File: src/hw/led_sink_cfg.svh
// Constants of the LED current-sink control block: timing, bus map, field positions.
// Assumes a 20 MHz system clock; included by the package and the design.
`ifndef LED_SINK_CFG_SVH
`define LED_SINK_CFG_SVH

`define CLK_PERIOD_NS    50
`define SAMPLE_DELAY_NS  1000
`define STAGGER_STEP_NS  30
`define N_CHANNELS       16
`define GS_BITS          12
`define DC_BITS          6
`define SR_LEN_GS        192
`define SR_LEN_DC        96
`define SYNC_BITS        40

`define AXI_AW           8
`define AXI_DW           32
`define REG_CTRL         8'h00
`define REG_DIAG         8'h04
`define REG_STATE        8'h08
`define CTRL_RESET       8'h01
`define CTRL_DET_EN      0
`define CTRL_SW_DISABLE  1
`define RESP_OKAY        2'h0
`define RESP_DECERR      2'h3

`define SID_OPEN_HI      191
`define SID_TEF          175
`define SID_TWF          174
`define SID_DC_HI        167
`define SID_DC_LO        72

`endif

File: src/hw/led_sink_pkg.sv
// Types shared by the LED current-sink control block and its bench.
// Assumes led_sink_cfg.svh is on the include path.
`include "led_sink_cfg.svh"

package led_sink_pkg;

   typedef struct packed {
      logic                  awvalid;
      logic [`AXI_AW-1:0]    awaddr;
      logic                  wvalid;
      logic [`AXI_DW-1:0]    wdata;
      logic [`AXI_DW/8-1:0]  wstrb;
      logic                  bready;
      logic                  arvalid;
      logic [`AXI_AW-1:0]    araddr;
      logic                  rready;
   } axil_req_t;

   typedef struct packed {
      logic                  awready;
      logic                  wready;
      logic                  bvalid;
      logic [1:0]            bresp;
      logic                  arready;
      logic                  rvalid;
      logic [`AXI_DW-1:0]    rdata;
      logic [1:0]            rresp;
   } axil_rsp_t;

   // Pins arriving from outside the mclk domain
   typedef struct packed {
      logic                     shift_clock;
      logic                     serial_in;
      logic                     latch_strobe;
      logic                     mode_dc;
      logic                     output_disable;
      logic                     pwm_count_clock;
      logic                     over_temp;
      logic                     warn_temp;
      logic [`N_CHANNELS-1:0]   open_cmp;
      logic [`N_CHANNELS-1:0]   short_cmp;
   } pins_t;

   typedef struct packed {
      logic o;
      logic oe;
   } od_pin_t;

endpackage

File: src/hw/led_sink_serial_and_diag.sv
// Control logic of a 16-channel LED current-sink driver: serial load path,
// greyscale PWM, staggered channel switching, open/short/thermal diagnostics.
// Assumes all pins are asynchronous to mclk and sampled here; analog comparators
// deliver levels. Software reaches control and status over AXI4-Lite.
`timescale 1ns/1ps
`include "led_sink_cfg.svh"

module led_sink_serial_and_diag
  import led_sink_pkg::*;
#(
   parameter int N_CH = `N_CHANNELS
) (
   input  wire logic                     mclk,
   input  wire logic                     resetn,
   input  wire led_sink_pkg::axil_req_t  axi_req,
   output led_sink_pkg::axil_rsp_t       axi_rsp,
   input  wire led_sink_pkg::pins_t      pins,
   output logic                          serial_out,
   output led_sink_pkg::od_pin_t         error_out_n,
   output logic [`N_CHANNELS-1:0]        sink_channel
);
   import led_sink_pkg::*;

   localparam int SAMPLE_CYC  = (`SAMPLE_DELAY_NS + `CLK_PERIOD_NS - 1) / `CLK_PERIOD_NS;
   localparam int STAGGER_RAW = (`STAGGER_STEP_NS + `CLK_PERIOD_NS - 1) / `CLK_PERIOD_NS;
   localparam int STAGGER_CYC = (STAGGER_RAW < 1) ? 1 : STAGGER_RAW;
   localparam int HIST_DEPTH  = N_CH * STAGGER_CYC;
   localparam int GSW         = `GS_BITS;
   localparam int DCW         = `DC_BITS;

   // Two-flop synchroniser; stage one is read only by stage two
   logic [`SYNC_BITS-1:0] sync1_q;
   logic [`SYNC_BITS-1:0] sync2_q;
   pins_t                 p;

   always_ff @(posedge mclk or negedge resetn) begin
      if (!resetn) begin
         sync1_q <= '0;
         sync2_q <= '0;
      end else begin
         sync1_q <= pins;
         sync2_q <= sync1_q;
      end
   end
   assign p = pins_t'(sync2_q);

   // Edge detection on synchronised levels
   logic sclk_d_q;
   logic latch_d_q;
   logic gclk_d_q;
   logic od_d_q;
   logic sclk_rise;
   logic latch_rise;
   logic gclk_rise;

   always_ff @(posedge mclk or negedge resetn) begin
      if (!resetn) begin
         sclk_d_q  <= 1'b0;
         latch_d_q <= 1'b0;
         gclk_d_q  <= 1'b0;
         od_d_q    <= 1'b0;
      end else begin
         sclk_d_q  <= p.shift_clock;
         latch_d_q <= p.latch_strobe;
         gclk_d_q  <= p.pwm_count_clock;
         od_d_q    <= p.output_disable;
      end
   end
   assign sclk_rise  = p.shift_clock & ~sclk_d_q;
   assign latch_rise = p.latch_strobe & ~latch_d_q;
   assign gclk_rise  = p.pwm_count_clock & ~gclk_d_q;

   // Control register
   logic [7:0] ctrl_q;
   logic       disable_all;
   assign disable_all = p.output_disable | ctrl_q[`CTRL_SW_DISABLE];

   // Diagnostic flags
   logic [N_CH-1:0] open_q;
   logic [N_CH-1:0] short_q;
   logic            terr_q;
   logic            twarn_q;

   // Shift register and data registers
   logic [`SR_LEN_GS-1:0] sr_q;
   logic [N_CH*GSW-1:0]   gs_q;
   logic [N_CH*DCW-1:0]   dc_q;
   logic                  sout_q;
   logic [`SR_LEN_GS-1:0] status_packet;

   assign status_packet = {open_q, terr_q, twarn_q, 6'h00, dc_q,
                           40'h00_0000_0000, open_q, short_q};

   always_ff @(posedge mclk or negedge resetn) begin
      if (!resetn) begin
         sr_q <= '0;
      end else if (latch_rise && !p.mode_dc) begin
         sr_q <= status_packet;
      end else if (sclk_rise) begin
         sr_q <= {sr_q[`SR_LEN_GS-2:0], p.serial_in};
      end
   end

   // Output updated on the same edge as the shift, with the bit that moves to the end of the active length
   always_ff @(posedge mclk or negedge resetn) begin
      if (!resetn) begin
         sout_q <= 1'b0;
      end else if (latch_rise && !p.mode_dc) begin
         // Latch wins over a shift in the same cycle, as in the register
         sout_q <= status_packet[`SID_OPEN_HI];
      end else if (sclk_rise) begin
         sout_q <= p.mode_dc ? sr_q[`SR_LEN_DC-2] : sr_q[`SR_LEN_GS-2];
      end
   end
   assign serial_out = sout_q;

   always_ff @(posedge mclk or negedge resetn) begin
      if (!resetn) begin
         gs_q <= '0;
         dc_q <= '0;
      end else if (latch_rise) begin
         if (p.mode_dc) begin
            dc_q <= sr_q[`SR_LEN_DC-1:0];
         end else begin
            gs_q <= sr_q;
         end
      end
   end

   // Greyscale PWM counter; it saturates so a late disable still ends the cycle cleanly
   logic [GSW-1:0]  cnt_q;
   logic [GSW-1:0]  cnt_next;
   logic [N_CH-1:0] raw_on_q;

   assign cnt_next = cnt_q + 1'b1;

   always_ff @(posedge mclk or negedge resetn) begin
      if (!resetn) begin
         cnt_q <= '0;
      end else if (disable_all) begin
         cnt_q <= '0;
      end else if (gclk_rise && cnt_q != {GSW{1'b1}}) begin
         cnt_q <= cnt_next;
      end
   end

   // Per-channel switching, staggering and open/short sampling
   logic [N_CH-1:0] hist_q [HIST_DEPTH];
   logic [N_CH-1:0] ch_on;

   always_ff @(posedge mclk or negedge resetn) begin
      if (!resetn) begin
         for (int k = 0; k < HIST_DEPTH; k++) begin
            hist_q[k] <= '0;
         end
      end else begin
         hist_q[0] <= raw_on_q;
         for (int k = 1; k < HIST_DEPTH; k++) begin
            hist_q[k] <= hist_q[k-1];
         end
      end
   end

   genvar i;
   generate
      for (i = 0; i < N_CH; i++) begin : g_ch
         logic [GSW-1:0] gs_val;
         logic [4:0]     age_q;
         assign gs_val = gs_q[i*GSW +: GSW];

         always_ff @(posedge mclk or negedge resetn) begin
            if (!resetn) begin
               raw_on_q[i] <= 1'b0;
            end else if (disable_all) begin
               raw_on_q[i] <= 1'b0;
            end else if (gclk_rise && cnt_q != {GSW{1'b1}}) begin
               if (gs_val == cnt_next) begin
                  raw_on_q[i] <= 1'b0;
               end else if (cnt_q == '0) begin
                  raw_on_q[i] <= (gs_val != '0);
               end
            end
         end

         // Same delay on both edges keeps the on-time
         assign ch_on[i] = hist_q[i*STAGGER_CYC][i] & ~disable_all;

         always_ff @(posedge mclk or negedge resetn) begin
            if (!resetn) begin
               age_q <= '0;
            end else if (!ch_on[i]) begin
               age_q <= '0;
            end else if (age_q != 5'(SAMPLE_CYC)) begin
               age_q <= age_q + 5'h01;
            end
         end

         always_ff @(posedge mclk or negedge resetn) begin
            if (!resetn) begin
               open_q[i]  <= 1'b0;
               short_q[i] <= 1'b0;
            end else if (ctrl_q[`CTRL_DET_EN] && ch_on[i] && age_q == 5'(SAMPLE_CYC - 1)) begin
               open_q[i]  <= p.open_cmp[i];
               short_q[i] <= p.short_cmp[i];
            end
         end
      end
   endgenerate

   assign sink_channel = ch_on;

   always_ff @(posedge mclk or negedge resetn) begin
      if (!resetn) begin
         terr_q  <= 1'b0;
         twarn_q <= 1'b0;
      end else begin
         terr_q  <= p.over_temp;
         twarn_q <= p.warn_temp;
      end
   end

   // Open-drain error: short flags never contribute
   logic err_q;
   always_ff @(posedge mclk or negedge resetn) begin
      if (!resetn) begin
         err_q <= 1'b0;
      end else begin
         err_q <= terr_q
                | ((|open_q) & ~p.output_disable)
                | (twarn_q & p.output_disable & p.mode_dc);
      end
   end
   assign error_out_n.o  = 1'b0;
   assign error_out_n.oe = err_q;

   // AXI4-Lite slave: one write and one read in flight
   logic                 aw_held_q;
   logic                 w_held_q;
   logic [`AXI_AW-1:0]   awaddr_q;
   logic [`AXI_DW-1:0]   wdata_q;
   logic [`AXI_DW/8-1:0] wstrb_q;
   logic                 bvalid_q;
   logic [1:0]           bresp_q;
   logic                 rvalid_q;
   logic [`AXI_DW-1:0]   rdata_q;
   logic [1:0]           rresp_q;
   logic                 aw_take;
   logic                 w_take;
   logic                 do_write;

   assign axi_rsp.awready = ~aw_held_q & ~bvalid_q;
   assign axi_rsp.wready  = ~w_held_q & ~bvalid_q;
   assign axi_rsp.arready = ~rvalid_q;
   assign axi_rsp.bvalid  = bvalid_q;
   assign axi_rsp.bresp   = bresp_q;
   assign axi_rsp.rvalid  = rvalid_q;
   assign axi_rsp.rdata   = rdata_q;
   assign axi_rsp.rresp   = rresp_q;

   assign aw_take  = axi_req.awvalid & axi_rsp.awready;
   assign w_take   = axi_req.wvalid & axi_rsp.wready;
   assign do_write = aw_held_q & w_held_q & ~bvalid_q;

   always_ff @(posedge mclk or negedge resetn) begin
      if (!resetn) begin
         aw_held_q <= 1'b0;
         w_held_q  <= 1'b0;
         awaddr_q  <= '0;
         wdata_q   <= '0;
         wstrb_q   <= '0;
      end else begin
         if (aw_take) begin
            aw_held_q <= 1'b1;
            awaddr_q  <= axi_req.awaddr;
         end else if (do_write) begin
            aw_held_q <= 1'b0;
         end
         if (w_take) begin
            w_held_q <= 1'b1;
            wdata_q  <= axi_req.wdata;
            wstrb_q  <= axi_req.wstrb;
         end else if (do_write) begin
            w_held_q <= 1'b0;
         end
      end
   end

   always_ff @(posedge mclk or negedge resetn) begin
      if (!resetn) begin
         ctrl_q   <= `CTRL_RESET;
         bvalid_q <= 1'b0;
         bresp_q  <= `RESP_OKAY;
      end else if (do_write) begin
         bvalid_q <= 1'b1;
         bresp_q  <= (awaddr_q == `REG_CTRL) ? `RESP_OKAY : `RESP_DECERR;
         if (awaddr_q == `REG_CTRL && wstrb_q[0]) begin
            ctrl_q <= {6'h00, wdata_q[1:0]};
         end
      end else if (bvalid_q && axi_req.bready) begin
         bvalid_q <= 1'b0;
      end
   end

   always_ff @(posedge mclk or negedge resetn) begin
      if (!resetn) begin
         rvalid_q <= 1'b0;
         rdata_q  <= '0;
         rresp_q  <= `RESP_OKAY;
      end else if (axi_req.arvalid && axi_rsp.arready) begin
         rvalid_q <= 1'b1;
         rresp_q  <= `RESP_OKAY;
         unique case (axi_req.araddr)
            `REG_CTRL:  rdata_q <= {24'h00_0000, ctrl_q};
            `REG_DIAG:  rdata_q <= {short_q, open_q};
            `REG_STATE: rdata_q <= {12'h000, err_q, p.mode_dc, twarn_q, terr_q, 4'h0, cnt_q};
            default: begin
               rdata_q <= '0;
               rresp_q <= `RESP_DECERR;
            end
         endcase
      end else if (rvalid_q && axi_req.rready) begin
         rvalid_q <= 1'b0;
      end
   end

endmodule

File: config.mk
export PLATFORM = sky130hd
export DESIGN_NAME = led_sink_serial_and_diag
export DESIGN_NICKNAME = d
export VERILOG_FILES = /design/src/hw/led_sink_pkg.sv /design/src/hw/led_sink_serial_and_diag.sv
export VERILOG_INCLUDE_DIRS = /design/src /design/src/hw
export SDC_FILE = /design/constraint.sdc
export NUM_CORES = 2
export LEC_CHECK = 0
export BUFFER_PORTS_ARGS = -buffer_cell sky130_fd_sc_hd__buf_2
export CAP_MARGIN = 20
export CORE_MARGIN = 2
export CORE_UTILIZATION = 56
export DETAILED_ROUTE_END_ITERATION = 10
export GPL_TIMING_DRIVEN = 0
export MAX_ROUTING_LAYER = met4
export PLACE_DENSITY = 0.73
export SYNTH_ARGS = -nofsm -noshare
export SYNTH_HDL_FRONTEND = slang
export SYNTH_SLANG_ARGS = --single-unit
File: constraint.sdc
create_clock -name mclk -period 3.5 [get_ports mclk]
set_clock_uncertainty 0.15 [all_clocks]
set_input_delay 0.35 -clock mclk [delete_from_list [all_inputs] [get_ports mclk]]
set_output_delay 0.35 -clock mclk [all_outputs]
set_load 0.01 [all_outputs]
Word-level counts from Yosys, hierarchy flattened
Index checks and enable logic that the tools add are counted.
{"block": "totals", "reg_bits": 1016, "output_inout_bits": 60, "word_cells": 443, "inputBits": 99}
{"block": "op_classes", "n_addsub": 17, "eq_ne": 67, "bitwise": 41, "reduce_logical": 101, "muxes": 113}
{"cell": "$mux 192", "count": 2}
{"cell": "$eq 12x12->1", "count": 16}
{"cell": "$reduce_bool 12->1", "count": 16}
{"cell": "$mux 5", "count": 32}
{"cell": "$pmux 32 s3", "count": 1}
{"cell": "$add 5x1->5 const B", "count": 16}
{"cell": "$eq 5x5->1 const B", "count": 16}
{"cell": "$ne 5x5->1 const B", "count": 16}
{"cell": "$mux 1", "count": 74}
{"cell": "$reduce_bool 3->1", "count": 16}
{"cell": "$logic_and 1x1->1", "count": 38}
{"cell": "$reduce_and 2->1", "count": 19}
{"cell": "$ne 2x1->1 const B", "count": 16}
{"cell": "$and 1x1->1", "count": 28}
{"cell": "$mux 12", "count": 2}
{"cell": "$logic_not 8->1", "count": 2}
{"cell": "$reduce_or 16->1", "count": 1}
{"cell": "$add 12x1->12 const B", "count": 1}
{"cell": "$logic_not 12->1", "count": 1}
{"cell": "$ne 12x12->1 const B", "count": 1}
{"cell": "$reduce_bool 2->1", "count": 6}
{"cell": "$not 1->1", "count": 10}
{"cell": "$eq 8x3->1 const B", "count": 1}
{"cell": "$eq 8x4->1 const B", "count": 1}
{"cell": "4 further kinds", "count": 7}

Depth between registers and ports, before layout
{"block": "depth", "ltp_word": 5, "depth_mapped": 11, "depth_no_buf": 8}

Worst setup path before layout
OpenSTA, ideal clock, no wires.
{"block": "synth_timing", "kind": "reg2reg", "start": "register cnt_q[0]", "end": "register raw_on_q[5]", "arrival_ns": 2.619, "setup_ns": 0.121, "synth_period_minus_slack_ns": 2.890, "path_stages_with_launch": 11, "slack_ns": 0.610, "path_buffers": 2, "t_required_ns": 3.229, "path_cell_list": "dfrtp_1 > buf_6 > inv_1 > ha_1 > clkbuf_1 > xor2_1 > a211o_1 > a311oi_1 > o2111ai_1 > or4_1 > a22o_1"}
{"block": "synth_between", "elab_chain_len": 5, "elab_cells_between_ends": 11, "classes_between": "add/sub (1); eq/ne (2); mux (3); reduce/logical (5)"}
{"item": "start, declared", "line_no": "led_sink_serial_and_diag.sv:131", "source": "logic [GSW-1:0] cnt_q;"}
{"item": "start signal, assigned", "line_no": "led_sink_serial_and_diag.sv:143", "source": "cnt_q <= cnt_next;"}
{"item": "$add 12x1->12", "line_no": "led_sink_serial_and_diag.sv:135", "source": "assign cnt_next = cnt_q + 1'b1;"}
{"item": "$eq 12x12->1", "line_no": "led_sink_serial_and_diag.sv:177", "source": "if (gs_val == cnt_next) begin"}
{"item": "$mux 1", "line_no": "led_sink_serial_and_diag.sv:177"}
{"item": "$mux 1", "line_no": "led_sink_serial_and_diag.sv:176", "source": "end else if (gclk_rise && cnt_q != {GSW{1'b1}}) begin"}
{"item": "$mux 1", "line_no": "led_sink_serial_and_diag.sv:174", "source": "end else if (disable_all) begin"}
{"item": "end signal, assigned by index", "line_no": "led_sink_serial_and_diag.sv:180", "source": "raw_on_q[i] <= (gs_val != '0);"}
{"item": "end, declared", "line_no": "led_sink_serial_and_diag.sv:133", "source": "logic [N_CH-1:0] raw_on_q;"}
Parallel ways exist; a longest one is shown, timed or not. The select of a mux whose other input is x is not followed.
A chain may end at the register's enable or synchronous reset.

Worst setup path in the final report
{"block": "layout_timing", "start": "register cnt_q[6]", "end": "register raw_on_q[6]"}
The elaborated chain is that of the path after synthesis.

==> flow_summary.ini <==
[detailed_routing]
first_iter_violations = 3324
ant_nets = 0
vias_per_cell = 5.829
drc_errors = 0
num_vias = 28230
wl_per_cell_um = 22.26
drt_wl_total_mm = 107.8
first_pass_iters = 8

[logic_synthesis]
synth_area_leader_cell = dfrtp_1
ys_seq_area_frac = 0.5895
ys_seq_elements = 894
synth_top_flop_cell = dfrtp_1
ys_types = 71
synth_area_leaders = dfrtp_1 (59%), nand2_1 (11%), mux2_2 (4.2%)
synth_area_um2 = 37950
synth_nets = 3734
async_reset_ff_frac = 1.000
synth-edff-count = 0
netlist_instances = 3601
avgSynthCellArea_um2 = 10.54
yosys_warnings = 0
synth_top_area_frac = 0.5888

[clocking]
cts_buffer_depth = 3
cts_num_sinks = 894
cts_root_buf = clkbuf_16
clkSlewWorstSetupHoldPaths_ns = 0.06
htree_levels = 3
insertion_delay_ns = 0.68
cts_buffers = 91
cts_tree = built

[floorplanning]
io_pins = 159
num_rows = 95
core-area_um2 = 67160
die_w_um = 264.3
initial_core_util = 0.5651
die_height_um = 264.3
die_area_um2 = 69870

[pwr]
seqPwrFrac = 0.490
internal_power_mw = 19.24
switching_share = 0.2735
switchingPower_mw = 7.241
leakage_nw = 21.07
pwr-share-comb = 0.118
p_per_area_nw_per_um2 = 604.2
p_clk_frac = 0.391
ir_worst_vdd_mv = 0.4075

[worst_setup_path]
end_kind = register
path_class = reg -> reg
worstPathCellList = clkbuf_1, nor4b_1, and4b_1, buf_2, nand2b_1, clkbuf_1, nor2_1, a21oi_1, o22ai_1
cp_top_family = buffers and inverters
worst_setup_path_start_kind = register
worstPathMaxFanout = 10
cp.required_ns = 3.87
worstPathArrival_ns = 3.92
slowest_stage = clkbuf_1
worst_path_most_repeated_cell = clkbuf_1
cp.buffers_inverters = 3
cpPeakStageDelay_ns = 0.75

[finish]
final_layout_size_suffix_gt1_frac = 0.1243
mostFrequentLayoutCells = nand2_1 (1,065), dfrtp_1 (893), nor2_1 (256)
layout.nets = 4024
layout_commonest_cell = nand2_1
area_growth_pct = 15.47

[sta]
fmax_mhz = 281.5
tns_ns = -0.1167
fin_crit_ns = 3.552
slew_headroom = 0.1914
drv_slew = 0
layout_setup_ws_ns = -0.05185
post-route-period-util = 1.015
hold_viol_final = 0
tightestPinTransition_ns = 1.213
setup_viol = 4
rsz0062_at_grt = no

[global_routing]
grt_pass1_vias = 27810
gr-total-overflow = 0
track_usage = 0.3232
grt_pass1_wl_mm = 165.5
grt_max_degree = 121
antenna_found_initial = 2

[place]
gp_congestion = 1.003
hpwl_mm = 73.68
io_buffer_count = 124
preCtsSetupSlack_ns = -0.3528

[min_path]
min_path_type = in -> reg

[run_status]
violations = negative setup slack
status = complete, but fails checks

[job]
drv_cap = 0
flip-flops by register name, indices dropped and copies added (netlist names), 2 cells and up:
| name | flops |
|---|---|
| g_ch.age_q | 80 |
| rdata_q | 32 |
| wdata_q | 2 |
| short_q | 16 |
| awaddr_q | 8 |
| ctrl_q | 2 |
| raw_on_q | 16 |
| cnt_q | 12 |
| gs_q | 192 |
| open_q | 16 |
| hist_q | 136 |
| p | 40 |
| sync1_q | 40 |
| sr_q | 192 |
| dc_q | 96 |
power groups by stage:
| stage | clock network, mW | registers (mW) | logic [mW] |
|---|---|---|---|
| floorplan | 0 | 12.5 | 2.15 |
| global placement | 0 | 13.1 | 2.86 |
| detailed placement | 0 | 13.1 | 2.98 |
| CTS | 10.5 | 12.9 | 3.10 |
| global route | 10.9 | 13.1 | 3.48 |
| finish | 10.4 | 13.0 | 3.14 |
routing by layer:
layer  GRT usage  up-vias  part of all wire
met3     0.06456      350             0.089
met4      0.1880        0             0.064
met1      0.4253    13940              0.40
li1            -    12590                 -
met5           -        -                 0
met2      0.4709     1344              0.44
kinds of logic (layout without fill, tap and decap cells):
family | after synthesis | in the layout | synth area share
AOI/OAI and AO/OA | 388 | 388 | 0.06353
xor gates and xnor gates | 252 | 252 | 0.08449
other | 1 | 3 | 0.00009880
muxes | 148 | 148 | 0.04371
and+or+nand+nor | 1614 | 1614 | 0.1782
buffers and inverters | 267 | 633 | 0.02845
adders and majority gates | 37 | 37 | 0.01200
DFF | 894 | 894 | 0.5895
through the flow:
step,hold WS (ns),cells,util,total power [mW],cell area (um2)
after floorplan,-0.09559,3601,-,14.68,37950
after detailed placement,0.1847,4609,0.5947,16.05,39940
after global placement,0.1810,4598,0.5906,15.91,39670
after CTS,0.008341,4838,0.6519,26.47,43780
final,0.03589,4842,0.6526,26.48,43830
after global routing,0.06685,4841,0.6526,27.49,43820
final timing paths:
path	from	end	slack, ns	cells past startpoint
worst min register to register	hist_q[154]	hist_q[138]	0.19	0
worst max register to register	cnt_q[6]	raw_on_q[6]	-0.05	9
min in group asynchronous	resetn	bresp_q[0]	0.14	2
worst min-delay path	axi_req[3]	rdata_q[0]	0.04	4
max in group asynchronous	resetn	gs_q[35]	0.97	5
worst max-delay path	cnt_q[6]	raw_on_q[6]	-0.05	9
cells in the mapped netlist (all sizes together), types with 3 or more instances:
master / instances
xnor3: 68
nor2b: 27
o21ai: 46
maj3: 3
xnor2: 91
nand2b: 10
nand4: 24
nand2: 1065
nor3b: 7
clkbuf: 167
a32oi: 3
o211ai: 12
nor4: 69
a22oi: 14
or3: 7
a211oi: 7
o2111ai: 6
a211o: 4
o31ai: 8
o22ai: 3
o221ai: 3
dfrtp: 893
xor2: 93
mux2i: 6
a31o: 4
nor2: 257
or4: 7
and3: 5
a2111oi: 4
a31oi: 153
mux2: 142
buf: 39
and4: 5
a21boi: 6
a21oi: 99
o2111a: 3
nand3: 89
ha: 34
nor3: 27
nand4b: 8
a41oi: 3
inv: 60
area by class of cell:
| class | instances | area, um2 |
|---|---|---|
| clock inverter | 48 | 644.4 |
| tap | 873 | 1092 |
| multi-input combinational | 2440 | 14520 |
| fill | 5043 | 23330 |
| sequential | 894 | 22370 |
| antenna | 2 | 5.005 |
| clock buffer | 121 | 2580 |
| timing repair buffer | 198 | 1529 |
| inverter | 61 | 229.0 |
| buffer | 205 | 859.6 |
worst min-delay path: cells and delay by family:
family | cells | cell delay [ns]
AOI/OAI and AO/OA | 2 | 0.25
buffers and inverters | 1 | 0.14
and+or+nand+nor | 1 | 0.08
timing repair:
action / 4_1_cts / 5_1_grt
buffers inserted: 0 / 0
setup endpoints to repair: 38 / 7
hold buffers: 61 / 0
endpoints found under the hold margin: 164 / 0
resized for setup: 4 / 8
No activity file was read; power rests on OpenSTA's default activity.
